## config.mk

```make
export PLATFORM = sky130hd
export DESIGN_NAME = css_top
export DESIGN_NICKNAME = d
export VERILOG_FILES = /design/src/css_pkg.sv /design/src/css_sync2.sv /design/src/css_bitclk_div.sv /design/src/css_top.sv
export SDC_FILE = /design/constraint.sdc
export NUM_CORES = 1
export LEC_CHECK = 0
export BUFFER_PORTS_ARGS = -buffer_cell sky130_fd_sc_hd__buf_4
export CAP_MARGIN = 20
export CORE_MARGIN = 2
export CORE_UTILIZATION = 55
export CTS_CLUSTER_DIAMETER = 30
export DETAILED_ROUTE_END_ITERATION = 10
export MAX_ROUTING_LAYER = met4
export PLACE_DENSITY = 0.7
export RECOVER_POWER = 25
export SLEW_MARGIN = 20
export SYNTH_ARGS = -nofsm -noshare
export SYNTH_HDL_FRONTEND = slang
export SYNTH_SLANG_ARGS = --single-unit
```

## constraint.sdc

```tcl
create_clock -name I_CLK -period 4.64 [get_ports I_CLK]
set_clock_uncertainty 0.05 [all_clocks]
set_input_delay 0.232 -clock I_CLK [delete_from_list [all_inputs] [get_ports I_CLK]]
set_output_delay 0.232 -clock I_CLK [all_outputs]
set_load 0.01 [all_outputs]
```

## src/css_pkg.sv

```systemverilog
/*
  Shared constants, field layouts and types for the codec serial slot and status block.
  Assumes a 16-bit register port on the module clock and a codec that owns the serial clock and frame sync.
*/
package css_pkg;

  // Serial word and frame geometry
  localparam int DATA_W    = 16;
  localparam int SLOT_W    = 4;
  localparam int SLOTS     = 16;
  localparam int DEPTH_MAX = 4;
  localparam int PTR_W     = 2;
  localparam int DIV_W     = 12;
  localparam int ADDR_W    = 4;
  localparam int IRQ_W     = 4;

  // Register index map
  localparam logic [ADDR_W-1:0] ADDR_CLKCFG   = 4'h0;
  localparam logic [ADDR_W-1:0] ADDR_STATUS   = 4'h1;
  localparam logic [ADDR_W-1:0] ADDR_RXEN     = 4'h2;
  localparam logic [ADDR_W-1:0] ADDR_TXEN     = 4'h3;
  localparam logic [ADDR_W-1:0] ADDR_CTRL     = 4'h4;
  localparam logic [ADDR_W-1:0] ADDR_TXDATA   = 4'h5;
  localparam logic [ADDR_W-1:0] ADDR_RXDATA   = 4'h6;
  localparam logic [ADDR_W-1:0] ADDR_IRQ_STAT = 4'h7;
  localparam logic [ADDR_W-1:0] ADDR_IRQ_MASK = 4'h8;

  // Reset values
  localparam logic [DATA_W-1:0] RST_WORD = 16'h0000;
  localparam logic [DIV_W-1:0]  RST_DIV  = 12'h000;
  localparam logic [IRQ_W-1:0]  RST_IRQ  = 4'h0;

  // Interrupt status and mask bit positions
  localparam int IRQ_RXFULL  = 0;
  localparam int IRQ_TXEMPTY = 1;
  localparam int IRQ_ROV     = 2;
  localparam int IRQ_TRANSMIT_UNDERFLOW_FLAG    = 3;

  // Status flags, packed so that they land on status bits 3 down to 0
  typedef struct packed {
    logic receive_overflow_flag;
    logic receive_full_flag;
    logic transmit_underflow_flag;
    logic transmit_empty_flag;
  } css_flags_t;

  // Control register layout, bits 7 down to 0
  typedef struct packed {
    logic             underflow_mode;
    logic             idle_output_mode;
    logic [PTR_W-1:0] buffer_depth_setting;
    logic [SLOT_W-1:0] frame_length_words;
  } css_ctrl_t;

  localparam css_ctrl_t RST_CTRL = 8'h00;

  // Link framing state
  typedef enum logic [1:0] {
    CSS_WAIT = 2'b01,
    CSS_RUN  = 2'b10
  } css_state_t;

endpackage

```

## src/css_sync2.sv

```systemverilog
/*
  Two-flop synchroniser for a group of independent level inputs.
  Assumes each bit is a slow level relative to the module clock; no bus coherence is given.
*/
`timescale 1ns/1ps
module css_sync2 #(
  parameter int W = 1
) (
  // Clock and reset
  input  wire logic         i_clk,
  input  wire logic         i_srst,
  // Data
  input  wire logic [W-1:0] i_async,
  output logic      [W-1:0] o_sync
);

  // A zero-width group has nothing to carry across
  if (W < 1) begin : g_bad_w
    $error("css_sync2: width must be at least 1");
  end

  logic [W-1:0] meta;

  // First stage feeds only the second stage
  always_ff @(posedge i_clk) begin
    if (i_srst) begin
      meta   <= '0;
      o_sync <= '0;
    end else begin
      meta   <= i_async;
      o_sync <= meta;
    end
  end

endmodule

```

## src/css_bitclk_div.sv

```systemverilog
/*
  Bit clock generator: divides the module clock by a ratio set from a 12-bit value.
  Assumes the value may change at any time; a change takes effect in the half period already running.
*/
`timescale 1ns/1ps
module css_bitclk_div
  import css_pkg::*;
#(
  parameter int W = DIV_W
) (
  // Clock and reset
  input  wire logic         i_clk,
  input  wire logic         i_srst,
  // Ratio and generated clock
  input  wire logic [W-1:0] i_div,
  output logic              o_bclk
);

  // The half-period counter needs at least one bit
  if (W < 1) begin : g_bad_w
    $error("css_bitclk_div: width must be at least 1");
  end

  logic [W-1:0] cnt;

  // Each half period lasts the divider value plus one module clocks
  always_ff @(posedge i_clk) begin
    if (i_srst) begin
      cnt    <= '0;
      o_bclk <= 1'b0;
    end else if (cnt >= i_div) begin
      cnt    <= '0;
      o_bclk <= ~o_bclk;
    end else begin
      cnt <= cnt + 1'b1;
    end
  end

endmodule

```

## src/css_top.sv

```systemverilog
/*
  Codec serial port slot engine: per-slot receive and transmit gating, status flags,
  small word buffers, interrupt status and mask, and bit clock generation.
  Assumes a register master on I_CLK and a codec driving serial clock and frame sync
  on pins; those pins are asynchronous and are synchronised here before use.
*/
`timescale 1ns/1ps
module css_top
  import css_pkg::*;
#(
  parameter int WORD_W = DATA_W,
  parameter int SLOT_N = SLOTS
) (
  // Clock and reset
  input  wire logic              I_CLK,
  input  wire logic              I_SRST,
  // Register port
  input  wire logic [ADDR_W-1:0] I_ADDR,
  input  wire logic [DATA_W-1:0] I_WDATA,
  input  wire logic              I_WR,
  input  wire logic              I_RD,
  output logic      [DATA_W-1:0] O_RDATA,
  // Codec link
  input  wire logic              I_SCK,
  input  wire logic              I_FS,
  input  wire logic              I_SDI,
  output logic                   O_SDO,
  output logic                   O_SDO_OE,
  output logic                   O_BCLK,
  // Interrupt
  output logic                   O_IRQ
);

  // The slot counter and buffers are sized for exactly these values
  if (WORD_W != DATA_W || SLOT_N != SLOTS) begin : g_bad_param
    $error("css_top: only 16-bit words and 16 slots are supported");
  end

  // Software visible configuration
  logic [DIV_W-1:0]  bit_clock_divider_value;
  logic [SLOTS-1:0]  receive_slot_enable;
  logic [SLOTS-1:0]  transmit_slot_enable;
  css_ctrl_t         ctrl;
  css_flags_t        flags;
  logic [IRQ_W-1:0]  irq_stat;
  logic [IRQ_W-1:0]  irq_mask;
  logic [IRQ_W-1:0]  irq_event;

  // Synchronised link inputs and their history
  logic [2:0]        link_sync;
  logic              sck_s;
  logic              fs_s;
  logic              serial_data_in;
  logic              sck_d;
  logic              sck_rise;
  logic              sck_fall;

  // Link engine state
  css_state_t        state;
  logic [SLOT_W-1:0] slot;
  logic [SLOT_W-1:0] bit_idx;
  logic              load_pending;
  logic [DATA_W-1:0] rx_shift;
  logic [DATA_W-1:0] tx_shift;
  logic [DATA_W-1:0] rx_word;
  logic              word_end;
  logic              rx_take;
  logic              tx_load;
  logic              tx_take;

  // Word buffers: receive filled by the link, transmit filled by software
  logic [DATA_W-1:0] rx_mem [DEPTH_MAX];
  logic [DATA_W-1:0] tx_mem [DEPTH_MAX];
  logic [PTR_W-1:0]  rx_wr;
  logic [PTR_W-1:0]  rx_rd;
  logic [PTR_W-1:0]  tx_wr;
  logic [PTR_W-1:0]  tx_rd;
  logic [DATA_W-1:0] last_tx;
  logic [DATA_W-1:0] next_tx_word;

  // Register strobes
  logic              wr_txdata;
  logic              rd_rxdata;
  logic              rd_status;

  assign wr_txdata = I_WR && (I_ADDR == ADDR_TXDATA);
  assign rd_rxdata = I_RD && (I_ADDR == ADDR_RXDATA);
  assign rd_status = I_RD && (I_ADDR == ADDR_STATUS);

  // Pins cross into the module clock domain before any logic sees them
  css_sync2 #(
    .W (3)
  ) u_sync (
    .i_clk   (I_CLK),
    .i_srst  (I_SRST),
    .i_async ({I_SCK, I_FS, I_SDI}),
    .o_sync  (link_sync)
  );

  assign sck_s          = link_sync[2];
  assign fs_s           = link_sync[1];
  assign serial_data_in = link_sync[0];

  // Generated bit clock for a codec that takes its clock from us
  css_bitclk_div #(
    .W (DIV_W)
  ) u_div (
    .i_clk  (I_CLK),
    .i_srst (I_SRST),
    .i_div  (bit_clock_divider_value),
    .o_bclk (O_BCLK)
  );

  // Edge detection runs on the synchronised copy only
  always_ff @(posedge I_CLK) begin
    if (I_SRST) begin
      sck_d <= 1'b0;
    end else begin
      sck_d <= sck_s;
    end
  end

  assign sck_rise = sck_s && !sck_d;
  assign sck_fall = !sck_s && sck_d;

  // Word boundary decode on the sampling edge
  assign word_end = sck_rise && (state == CSS_RUN) && !fs_s && (bit_idx == SLOT_W'(DATA_W - 1));
  assign rx_word  = {rx_shift[DATA_W-2:0], serial_data_in};
  assign rx_take  = word_end && receive_slot_enable[slot];
  assign tx_load  = sck_fall && load_pending;
  assign tx_take  = tx_load && transmit_slot_enable[slot] && !flags.transmit_empty_flag;

  // Underflow source: last written word or zeros
  always_comb begin
    if (flags.transmit_empty_flag) begin
      next_tx_word = ctrl.underflow_mode ? last_tx : RST_WORD;
    end else begin
      next_tx_word = tx_mem[tx_rd];
    end
  end

  // Framing: frame sync restarts slot zero, each word but the last advances the slot
  always_ff @(posedge I_CLK) begin
    if (I_SRST) begin
      state        <= CSS_WAIT;
      slot         <= '0;
      bit_idx      <= '0;
      load_pending <= 1'b0;
    end else begin
      case (state)
        CSS_WAIT: begin
          if (sck_rise && fs_s) begin
            state        <= CSS_RUN;
            slot         <= '0;
            bit_idx      <= '0;
            load_pending <= 1'b1;
          end else if (tx_load) begin
            load_pending <= 1'b0;
          end
        end
        CSS_RUN: begin
          if (sck_rise && fs_s) begin
            slot         <= '0;
            bit_idx      <= '0;
            load_pending <= 1'b1;
          end else if (word_end) begin
            bit_idx <= '0;
            if (slot == ctrl.frame_length_words) begin
              // Last word of the frame: wait for the next sync
              state <= CSS_WAIT;
              slot  <= '0;
            end else begin
              slot         <= slot + 4'h1;
              load_pending <= 1'b1;
            end
          end else begin
            if (sck_rise) begin
              bit_idx <= bit_idx + 4'h1;
            end
            if (tx_load) begin
              load_pending <= 1'b0;
            end
          end
        end
        default: begin
          state <= CSS_WAIT;
        end
      endcase
    end
  end

  // Receive shifter, MSB first
  always_ff @(posedge I_CLK) begin
    if (I_SRST) begin
      rx_shift <= RST_WORD;
    end else if (sck_rise && (state == CSS_RUN) && !fs_s) begin
      rx_shift <= rx_word;
    end
  end

  // Receive buffer fill; a full buffer drops the word and flags overflow
  always_ff @(posedge I_CLK) begin
    if (I_SRST) begin
      rx_wr <= '0;
    end else if (rx_take && !flags.receive_full_flag) begin
      rx_mem[rx_wr] <= rx_word;
      if (rx_wr == ctrl.buffer_depth_setting) begin
        rx_wr <= '0;
      end else begin
        rx_wr <= rx_wr + 2'h1;
      end
    end
  end

  // Software drains the receive block word by word
  always_ff @(posedge I_CLK) begin
    if (I_SRST) begin
      rx_rd <= '0;
    end else if (rd_rxdata && flags.receive_full_flag) begin
      if (rx_rd == ctrl.buffer_depth_setting) begin
        rx_rd <= '0;
      end else begin
        rx_rd <= rx_rd + 2'h1;
      end
    end
  end

  // Software fills the transmit block; the last word is kept for underflow repeat
  always_ff @(posedge I_CLK) begin
    if (I_SRST) begin
      tx_wr   <= '0;
      last_tx <= RST_WORD;
    end else if (wr_txdata) begin
      tx_mem[tx_wr] <= I_WDATA;
      last_tx       <= I_WDATA;
      if (tx_wr == ctrl.buffer_depth_setting) begin
        tx_wr <= '0;
      end else begin
        tx_wr <= tx_wr + 2'h1;
      end
    end
  end

  // Link consumes transmit words in enabled slots
  always_ff @(posedge I_CLK) begin
    if (I_SRST) begin
      tx_rd <= '0;
    end else if (tx_take) begin
      if (tx_rd == ctrl.buffer_depth_setting) begin
        tx_rd <= '0;
      end else begin
        tx_rd <= tx_rd + 2'h1;
      end
    end
  end

  // Serial output: load at slot start, shift on each change edge
  always_ff @(posedge I_CLK) begin
    if (I_SRST) begin
      tx_shift <= RST_WORD;
      O_SDO    <= 1'b0;
      O_SDO_OE <= 1'b0;
    end else if (tx_load) begin
      if (transmit_slot_enable[slot]) begin
        tx_shift <= next_tx_word;
        O_SDO    <= next_tx_word[DATA_W-1];
        O_SDO_OE <= 1'b1;
      end else begin
        // Floating lets another device use this slot
        tx_shift <= RST_WORD;
        O_SDO    <= 1'b0;
        O_SDO_OE <= !ctrl.idle_output_mode;
      end
    end else if (sck_fall) begin
      tx_shift <= {tx_shift[DATA_W-2:0], 1'b0};
      O_SDO    <= tx_shift[DATA_W-2];
    end
  end

  // Status flags; a hardware set wins over a clear in the same cycle
  always_ff @(posedge I_CLK) begin
    if (I_SRST) begin
      flags <= '0;
    end else begin
      if (rx_take && flags.receive_full_flag) begin
        flags.receive_overflow_flag <= 1'b1;
      end else if (rd_status) begin
        flags.receive_overflow_flag <= 1'b0;
      end
      if (rx_take && !flags.receive_full_flag && (rx_wr == ctrl.buffer_depth_setting)) begin
        flags.receive_full_flag <= 1'b1;
      end else if (rd_rxdata && flags.receive_full_flag && (rx_rd == ctrl.buffer_depth_setting)) begin
        flags.receive_full_flag <= 1'b0;
      end
      if (tx_load && transmit_slot_enable[slot] && flags.transmit_empty_flag) begin
        flags.transmit_underflow_flag <= 1'b1;
      end else if (rd_status) begin
        flags.transmit_underflow_flag <= 1'b0;
      end
      if (tx_take && (tx_rd == ctrl.buffer_depth_setting)) begin
        flags.transmit_empty_flag <= 1'b1;
      end else if (wr_txdata && (tx_wr == ctrl.buffer_depth_setting)) begin
        flags.transmit_empty_flag <= 1'b0;
      end
    end
  end

  // Interrupt events, one pulse each
  assign irq_event[IRQ_RXFULL]  = rx_take && !flags.receive_full_flag && (rx_wr == ctrl.buffer_depth_setting);
  assign irq_event[IRQ_TXEMPTY] = tx_take && (tx_rd == ctrl.buffer_depth_setting);
  assign irq_event[IRQ_ROV]     = rx_take && flags.receive_full_flag;
  assign irq_event[IRQ_TRANSMIT_UNDERFLOW_FLAG]    = tx_load && transmit_slot_enable[slot] && flags.transmit_empty_flag;

  // Sticky interrupt bits, write one to clear, event wins
  for (genvar i = 0; i < IRQ_W; i++) begin : g_irq
    always_ff @(posedge I_CLK) begin
      if (I_SRST) begin
        irq_stat[i] <= 1'b0;
      end else if (irq_event[i]) begin
        irq_stat[i] <= 1'b1;
      end else if (I_WR && (I_ADDR == ADDR_IRQ_STAT) && I_WDATA[i]) begin
        irq_stat[i] <= 1'b0;
      end
    end
  end

  // Level interrupt, registered so it comes from a flop
  always_ff @(posedge I_CLK) begin
    if (I_SRST) begin
      O_IRQ <= 1'b0;
    end else begin
      O_IRQ <= |(irq_stat & irq_mask);
    end
  end

  // Register writes
  always_ff @(posedge I_CLK) begin
    if (I_SRST) begin
      bit_clock_divider_value <= RST_DIV;
      receive_slot_enable     <= RST_WORD;
      transmit_slot_enable    <= RST_WORD;
      ctrl                    <= RST_CTRL;
      irq_mask                <= RST_IRQ;
    end else if (I_WR) begin
      if (I_ADDR == ADDR_CLKCFG) begin
        bit_clock_divider_value <= I_WDATA[DIV_W-1:0];
      end else if (I_ADDR == ADDR_RXEN) begin
        receive_slot_enable <= I_WDATA;
      end else if (I_ADDR == ADDR_TXEN) begin
        transmit_slot_enable <= I_WDATA;
      end else if (I_ADDR == ADDR_CTRL) begin
        ctrl <= I_WDATA[$bits(css_ctrl_t)-1:0];
      end else if (I_ADDR == ADDR_IRQ_MASK) begin
        irq_mask <= I_WDATA[IRQ_W-1:0];
      end
    end
  end

  // Read data stands in the cycle after the strobe only
  always_ff @(posedge I_CLK) begin
    if (I_SRST) begin
      O_RDATA <= RST_WORD;
    end else if (!I_RD) begin
      O_RDATA <= RST_WORD;
    end else if (I_ADDR == ADDR_CLKCFG) begin
      O_RDATA <= {4'h0, bit_clock_divider_value};
    end else if (I_ADDR == ADDR_STATUS) begin
      O_RDATA <= {4'h0, slot, 4'h0, flags};
    end else if (I_ADDR == ADDR_RXEN) begin
      O_RDATA <= receive_slot_enable;
    end else if (I_ADDR == ADDR_TXEN) begin
      O_RDATA <= transmit_slot_enable;
    end else if (I_ADDR == ADDR_CTRL) begin
      O_RDATA <= {8'h00, ctrl};
    end else if (I_ADDR == ADDR_RXDATA) begin
      O_RDATA <= rx_mem[rx_rd];
    end else if (I_ADDR == ADDR_IRQ_STAT) begin
      O_RDATA <= {12'h000, irq_stat};
    end else if (I_ADDR == ADDR_IRQ_MASK) begin
      O_RDATA <= {12'h000, irq_mask};
    end else begin
      O_RDATA <= RST_WORD;
    end
  end

endmodule

```

==> flow_summary.toml, run 1 <==
[routing]
antenna_left = 0
first_iter_violations = 870
wl_per_cell_um = 20.58
vias = 9147
wl_um = 31690
drc = 0
dr.pass1.iters = 5
viasPerCell = 5.940

[pwr]
irDropWorstVdd_v = 0.0004295
power.density_nw_per_um2 = 468.6
fin_total_pwr_mw = 7.167
power.leakage_nw = 5.235

[synthesis]
ys_seq_elements = 300
synth_commonest_cells = "dfxtp_1 (172), nand2_1 (166), edfxtp_1 (128)"
ys.flop_type = "dfxtp_1"
synth_most_common_cell = "dfxtp_1"
synthTopCellsByArea = "edfxtp_1 (30%), dfxtp_1 (27%), mux4_2 (6.4%), nand2_1 (4.9%), a21oi_1 (4.7%)"
synth_edf_count = 128
synth_nets = 1197
synth_area_per_cell_um2 = 11.13
yosys_warnings = 0
ys_seq_area_frac = 0.5716
synthDistinctLibCells = 60
synth_top_area_share = 0.3015
synth_area_um2 = 12750
yosys.area.top_type = "edfxtp_1"
syn-instance-count = 1145
async_reset_ff_frac = 0

[clocking]
ctsHtreeMaxLevel = 2
cts_resized = 0
clock_sinks = 300
insertion_delay_ns = 0.56
clockBufferDepth = 3
postCtsSetupBuffers = 0
cts-root-buf = "clkbuf_16"
path_clk_slew_ns = 0.05
cts_buffers = 54
ctsHoldBuffers = 20
cts_tree = "built"

[global_routing]
grt_busiest_layer = "met2"
grt_pass1_wl_um = 50210
antenna_found_initial = 0
grtUsageMet2 = 0.4189
use_met3 = 0.04929
grt_util_all_layers = 0.2753
overflow = 0
gr-usage-met1 = 0.3653
grt_pass1_vias = 9080
grt_max_degree = 73

[status]
status = "complete, no violations"

[timing]
fin_crit_sh = 0.7288
relSlewSlack = 0.2885
setup_viol = 0
fmax_mhz = 295.7
min_period_ns = 3.382
rsz0062_at_grt = "no"
drv_slew = 0
finalHoldViolations = 0
tightest_slew_ns = 1.067
final.setup.tns_ns = 0

[floorplanning]
initial_utilization = 0.5614
pin_count = 47
die_h_um = 156.2
rows = 55
dieWidth_um = 156.2
core_area_um2 = 22710
dieArea_um2 = 24410

[setup_path]
crit_arrival_ns = 3.50
startpoint_type = "register"
worstPathRequired_ns = 4.76
startpoint = "state[0]"
r2r-start = "state[0]"
crit_fanout = 17
critPathCapture = "rx_mem[1][8]"
ff2ff_setup_slack_ns = 1.26
reg2reg_depth = 8
rr_endpoint = "rx_mem[1][8]"
critPathKind = "reg2reg"
end_kind = "register"

[place]
dp_hpwl_um = 19810
numPortBuffers = 46
routabilityCongestion = 0.9289
place_area_um2 = 13240

[final_layout]
final_cell_area_um2 = 15300
diodes = 0
final_nets = 1261
syn2layout_area_growth_pct = 19.98
post-route-util = 0.6736
drive_gt1_frac = 0.1546

[run]
maxCapViolCount = 0

[worst_hold_path]
hold_class = "in2reg"
critical path: stages (launching register included):
cell and delay, ns:
dfxtp_1 0.33, inv_1 0.07, ha_1 0.26, nand4bb_1 0.14, buf_4 0.22, or2_1 0.30, or4_1 0.59, a21oi_4 0.31
and3_1 0.74
sequential cells by signal (all words and copies together), names as in the netlist, 2 cells and up, named ones only:
| signal | flops |
|---|---|
| receive_slot_enable | 16 |
| tx_wr | 2 |
| flags | 4 |
| tx_rd | 2 |
| u_sync.o_sync | 3 |
| O_RDATA | 16 |
| bit_clock_divider_value | 12 |
| rx_mem | 64 |
| tx_mem | 64 |
| irq_stat | 4 |
| rx_shift | 15 |
| rx_wr | 2 |
| ctrl | 8 |
| slot | 4 |
| u_div.cnt | 12 |
| irq_mask | 4 |
| transmit_slot_enable | 16 |
| tx_shift | 15 |
| last_tx | 16 |
| bit_idx | 4 |
| rx_rd | 2 |
| state | 2 |
| u_sync.meta | 3 |
placed cells by master (no fill, tap or decap), types with 15 or more instances in the layout:
| cell type | n |
|---|---|
| nor2_1 | 76 |
| mux4_2 | 36 |
| a22oi_1 | 15 |
| o21ai_0 | 38 |
| ha_1 | 25 |
| clkbuf_16 | 55 |
| a21oi_1 | 119 |
| edfxtp_1 | 128 |
| nand2b_1 | 19 |
| clkbuf_1 | 23 |
| nand2_1 | 166 |
| inv_1 | 47 |
| and3_1 | 15 |
| mux2i_1 | 41 |
| dfxtp_1 | 171 |
| dlygate4sd3_1 | 20 |
| buf_4 | 39 |
| nor2b_1 | 17 |
| nand3_1 | 31 |
routing by layer:
metal  vias to the layer above  wire length [µm]
met5                         -                 0
met4                         0              1093
met3                        81              1983
met2                       330             14820
met1                      4463             13790
li1                       4273                 -
worst min path at each step:
| stage | startpoint | end | slack, ns | cells after the start |
|---|---|---|---|---|
| 6_report | I_RD | flags[3] | 0.06 | 4 |
| 5_1_grt | I_RD | flags[3] | 0.06 | 4 |
| 4_1_cts | I_RD | flags[3] | 0.01 | 4 |
| 3_5_place_dp | u_sync.meta[2] | u_sync.o_sync[2] | 0.37 | 1 |
| 3_3_place_gp | u_sync.meta[2] | u_sync.o_sync[2] | 0.38 | 1 |
| 2_1_floorplan | I_WDATA[0] | tx_mem[0][0] | 0.28 | 0 |
cells by family (layout without fill, tap and decap cells):
group	after synthesis	after routing	share of synthesized area
xor gates and xnor gates	27	27	0.01855
DFF	300	300	0.5716
buffers and inverters	115	225	0.03680
muxes	78	78	0.09667
and+or+nand+nor	360	360	0.1295
AOI/OAI and AO/OA	240	240	0.1224
adders and majority gates	25	25	0.02454
where the power goes:
part	total [mW]	switching, mW	internal [mW]
sequential	2.80	0.0245	2.78
clock	4.04	1.34	2.71
combinational	0.322	0.210	0.112
area by class of cell:
type                            count  area, µm²
Clock buffer                       66       1438
Clock inverter                     36      465.4
Fill cell                        1705       7413
Inverter                           47      176.4
Multi-Input combinational cell    730       5004
Sequential cell                   300       7288
Tap cell                          285      356.6
Timing Repair Buffer               76      568.0
through the flow:
step	setup slack, ns	cells	hold slack (ns)
after floorplan	1.815	1145	0.2809
after global placement	1.393	1417	0.3810
after detailed placement	1.331	1417	0.3745
after CTS	1.236	1539	0.01379
after global routing	1.063	1540	0.05870
final	1.258	1540	0.05833
Note: power is estimated with default switching activity, not from simulation.
==> inputs of run 2 (changes only) <==
==> constraint.sdc (replaced) <==
create_clock -name I_CLK -period 3.2 [get_ports I_CLK]
set_clock_uncertainty 0.05 [all_clocks]
set_input_delay 0.16 -clock I_CLK [delete_from_list [all_inputs] [get_ports I_CLK]]
set_output_delay 0.16 -clock I_CLK [all_outputs]
set_load 0.01 [all_outputs]
==> run 2 against run 1 <==
Routed wire length down 0.66%. Utilization up 1.1 points. Total power up 46%. Sequential cell count unchanged. Sequential share of layout area down 0.74 points. Global-route usage down 0.17 points. Count of clock-buffer cells in the layout up 1. Worst setup slack worse by 0.85 ns. Largest cell class unchanged. Largest power group unchanged.
==> flow_summary.toml, run 2 (synthesis results as in run 1) <==
[status]
status = "complete, no violations"

[timing]
fmax_mhz = 358.6
finalHoldViolations = 0
rsz0062_at_grt = "no"
fin_crit_sh = 0.8715
final.setup.tns_ns = 0
drv_slew = 0
fin_ws_ns = 0.4113
setup_viol = 0
tightest_slew_ns = 0.9388
relSlewSlack = 0.3742
min_period_ns = 2.789

[setup_path]
rr_endpoint = "rx_mem[3][10]"
ff2ff_setup_slack_ns = 0.41
startpoint_type = "register"
crit_arrival_ns = 2.98
r2r-start = "state[0]"
crit_fanout = 16
critPathKind = "reg2reg"
worstPathRequired_ns = 3.40
end_kind = "register"
reg2reg_depth = 8

[clocking]
path_clk_slew_ns = 0.05
clock_sinks = 300
ctsHtreeMaxLevel = 2
clockBufferDepth = 3
cts_tree = "built"
insertion_delay_ns = 0.58
cts-root-buf = "clkbuf_16"
cts_buffers = 56

[worst_hold_path]
hold_path_end = "O_RDATA[1]"
hold_class = "in2reg"
min_from = "I_ADDR[3]"
holdPathStages = 4

[routing]
viasPerCell = 5.922
vias = 9298
drc = 0
wl_um = 31490
wl_per_cell_um = 20.05
dr.pass1.iters = 6
antenna_left = 0
first_iter_violations = 859

[global_routing]
grt_pass1_vias = 9274
grt_pass1_wl_um = 50220
overflow = 0
antenna_found_initial = 0
grt_max_degree = 61
grt_util_all_layers = 0.2736

[final_layout]
final_cell_mix = "dfxtp_1 (172), nand2_1 (166), edfxtp_1 (128)"
diodes = 0
final_nets = 1289
mostFrequentLayoutCell = "dfxtp_1"
reg_top3 = "rx_mem x64, tx_mem x64"
final_cell_area_um2 = 15530
drive_gt1_frac = 0.1704
fillers = 1693
syn2layout_area_growth_pct = 21.86

[place]
place_ws_ns = 0.4520
numPortBuffers = 46
place_area_um2 = 13420
dp_hpwl_um = 20080
routabilityCongestion = 0.9614

[floorplanning]
die_h_um = 156.2
initial_utilization = 0.5614
dieWidth_um = 156.2
core_area_um2 = 22710
pin_count = 47
rows = 55
dieArea_um2 = 24410

[run]
maxCapViolCount = 0

[pwr]
power.leakage_nw = 5.401
power.density_nw_per_um2 = 673.4
irDropWorstVdd_v = 0.0005631
==> run 2: changes by cell type in the layout (fill, tap and decap cells not counted), moves of 2 or more <==
cell / change
bufinv_16: -2
buf_4: +24
inv_6: +2
inv_16: +2
dlygate4sd3_1: +3
clkinv_8: -2
clkinvlp_4: -3
clkinv_4: +3
clkbuf_4: -3
==> run 2: cell type report <==
type,count,area [µm²],share of cell area
clock buffer,67,1473,0.09480
inverter,47,176.4,0.01136
sequential,300,7287,0.4691
clock inverter,39,475.5,0.03061
tap,285,356.6,0.02295
multi-input combinational,730,5004,0.3221
timing repair buffer,102,763.2,0.04913
==> run 2: how the worst max path moves through the flow <==
stage	from	to	slack, ns
after floorplan	state[0]	rx_mem[0][0]	0.38
after global placement	state[0]	rx_mem[2][12]	0.51
after detailed placement	state[0]	rx_mem[3][3]	0.45
after CTS	state[0]	rx_mem[3][10]	0.40
after global routing	state[0]	rx_mem[3][10]	0.23
final	state[0]	rx_mem[3][10]	0.41
==> run 2: repair_timing <==
action,4_1_cts,5_1_grt
endpoints found under the hold margin,160,0
buffers inserted,0,0
resized for setup,0,0
hold buffers,23,0
==> run 2: routing by layer <==
layer,up-vias,part of all wire,GRT usage,routed length (µm)
li1,4332,-,-,-
met1,4516,0.42,0.3599,13380
met2,379,0.48,0.4300,15050
met3,71,0.064,0.03849,2012
met4,0,0.033,0.1149,1039
met5,-,0,-,0
==> run 2: critical path: stages (launching register included) <==
cell       delay [ns]
dfxtp_1          0.32
inv_1            0.06
ha_1             0.24
nand4bb_1        0.14
or2_1            0.29
or4_1            0.59
a21oi_4          0.29
and3_1           0.20
buf_4            0.26
==> run 2: power breakdown <==
group | internal (mW) | total (mW) | switching, mW | leakage [nW]
clock network | 3.89 | 5.93 | 2.04 | 0.939
logic | 0.168 | 0.477 | 0.310 | 1.90
registers | 4.03 | 4.06 | 0.0328 | 2.56
==> run 2: metrics by stage <==
| stage | cells | total power, mW | util | hold WS (ns) |
|---|---|---|---|---|
| 5_1_grt | 1570 | 10.76 | 0.6841 | 0.1259 |
| 4_1_cts | 1570 | 10.53 | 0.6867 | 0.07091 |
| 6_report | 1570 | 10.46 | 0.6841 | 0.09727 |
| 3_3_place_gp | 1441 | 4.575 | 0.5908 | 0.3345 |
| 2_1_floorplan | 1145 | 4.418 | - | 0.2089 |
| 3_5_place_dp | 1441 | 4.583 | 0.5908 | 0.3289 |
==> inputs of run 3 (changes only) <==
--- a/config.mk
+++ b/config.mk
@@ -11,6 +11,7 @@
 export CORE_UTILIZATION = 55
 export CTS_CLUSTER_DIAMETER = 30
 export DETAILED_ROUTE_END_ITERATION = 10
+export GPL_TIMING_DRIVEN = 0
 export MAX_ROUTING_LAYER = met4
 export PLACE_DENSITY = 0.7
 export RECOVER_POWER = 25
==> run 3 against run 2 <==
Worst setup slack got worse by 0.39 ns. Sequential cell count did not move. First-iteration DRC count fell by 15%. Register-to-register slack lost 0.39 ns. Cell count up 2.3%. Clock power rose by 7.6%. Utilization grew 0.82 points. Routed wire length up 6.4%. Sequential share of layout area down 0.55 points. Non-clock buffer count is 34 higher. Via count is 2.2% higher. Total power up 4.5%.
==> flow_summary.toml, run 3 (synthesis results as in run 1) <==
[status]
status = "complete, no violations"

[clocking]
path_clk_slew_ns = 0.05
clockBufferDepth = 3
insertion_delay_ns = 0.56
cts-root-buf = "clkbuf_16"
cts_buffers = 57
postCtsSetupBuffers = 0
clock_sinks = 300
ctsHtreeMaxLevel = 2
cts_tree = "built"

[timing]
finalHoldViolations = 0
min_period_ns = 3.180
relSlewSlack = 0.2722
setup_viol = 0
drv_slew = 0
rsz0062_at_grt = "yes"
tightest_slew_ns = 1.076
fmax_mhz = 314.5
fin_ws_ns = 0.02027
fin_crit_sh = 0.9937
hold_ws_ns = 0.1007

[setup_path]
crit_chain = "inv_1 -> ha_1 -> nand4bb_1 -> clkbuf_1 -> or2_1 -> or4_1 -> a21oi_4 -> and3_2"
critPathKind = "reg2reg"
startpoint = "state[0]"
startpoint_type = "register"
crit_fanout = 16
worstPathRequired_ns = 3.34
r2r-start = "state[0]"
end_kind = "register"
cp_top_family = "simple AND/OR/NAND/NOR gates"
worst_path_max_delay_cell = "or4_1"
crit_arrival_ns = 3.32
crit_buf_inv = 2
cpPeakStageDelay_ns = 0.61

[routing]
wl_um = 33520
viasPerCell = 5.914
dr.pass1.iters = 5
vias = 9498
wl_per_cell_um = 20.87
drc = 0
first_iter_violations = 732
antenna_left = 0

[floorplanning]
pin_count = 47
dieArea_um2 = 24410
dieWidth_um = 156.2
die_h_um = 156.2
core_area_um2 = 22710
initial_utilization = 0.5614
rows = 55

[pwr]
p_switching_mw = 2.391
power.density_nw_per_um2 = 695.5
p_int_mw = 8.543
p_clk_frac = 0.584
sw_frac_of_total = 0.2187
comb_power_share = 0.045
power.leakage_nw = 5.425
p_seq_frac = 0.371
irDropWorstVdd_v = 0.0005718

[final_layout]
final_cell_mix = "dfxtp_1 (172), nand2_1 (166), edfxtp_1 (128)"
fillers = 1702
syn2layout_area_growth_pct = 23.31
regArea_um2 = 7287
final_nets = 1324
drive_gt1_frac = 0.1544
post-route-util = 0.6922
reg_top3 = "rx_mem x64, tx_mem x64"
mostFrequentLayoutCell = "dfxtp_1"
diodes = 0
multi_input_area_um2 = 5005

[place]
dp_hpwl_um = 22340
numPortBuffers = 45
place_ws_ns = -0.2838
routabilityCongestion = 1.031

[worst_hold_path]
hold_class = "in2reg"
min_from = "I_WR"

[global_routing]
grt_pass1_vias = 9266
grt_pass1_wl_um = 51700
grt_max_degree = 17
antenna_found_initial = 0
overflow = 0
grt_util_all_layers = 0.2873

[run]
maxCapViolCount = 0
run 3: changes by cell type in the layout (fill, tap and decap cells not counted), sizes merged:
cell      previous run  this run
buf                 63        43
clkinvlp             6         2
clkbuf              83       137
bufinv               7        11
inv                 53        55
run 3: power by group through the flow:
stage | clock network, mW | logic [mW] | registers (mW)
2_1_floorplan | 0 | 0.294 | 4.12
3_3_place_gp | 0 | 0.466 | 4.13
3_5_place_dp | 0 | 0.470 | 4.13
4_1_cts | 6.45 | 0.496 | 4.05
5_1_grt | 6.63 | 0.544 | 4.06
6_report | 6.38 | 0.497 | 4.06
run 3: routing by layer:
layer | routed length, µm | vias to the layer above | GRT usage | part of all wire
met5 | 0 | - | - | 0
met4 | 1180 | 0 | 0.1171 | 0.035
met3 | 2372 | 83 | 0.05649 | 0.071
met2 | 15710 | 364 | 0.4472 | 0.47
met1 | 14260 | 4638 | 0.3721 | 0.43
li1 | - | 4413 | - | -
run 3: final timing paths:
path                                   to  slack [ns]  cells after the start
setup / recovery             rx_mem[3][0]        0.02                      8
hold / removal    transmit_slot_enable[2]        0.10                      5
setup reg to reg             rx_mem[3][0]        0.02                      8
hold reg to reg          u_sync.o_sync[2]        0.38                      1
run 3: metrics by stage:
stage / TNS (ns) / instances / instance area [µm²] / total power [mW]
finish: 0 / 1606 / 15720 / 10.93
CTS: 0 / 1606 / 15770 / 11.00
global route: -2.620 / 1606 / 15720 / 11.23
detailed placement: -22.30 / 1475 / 13440 / 4.599
global placement: -19.62 / 1475 / 13440 / 4.594
floorplan: 0 / 1145 / 12750 / 4.418
run 3: area by class of cell:
cell class | count | area share
flip-flops and latches | 300 | 0.4635
multi-input cells | 730 | 0.3184
clock buffers | 67 | 0.09774
clock inverters | 41 | 0.03550
repair buffers | 68 | 0.03231
well taps | 285 | 0.02268
plain buffers | 68 | 0.01862
inverters | 47 | 0.01122
run 3: what timing repair did:
action / 4_1_cts / 5_1_grt
endpoints found under the hold margin: 146 / 0
hold buffers: 23 / 0
setup endpoints to repair: 64 / 64
resized for setup: 4 / 2
run 3: worst min-delay path, stage by stage:
cell	delay, ns
buf_4	0.12
nand2_1	0.10
nor2_1	0.13
nand2_1	0.09
a21oi_1	0.05
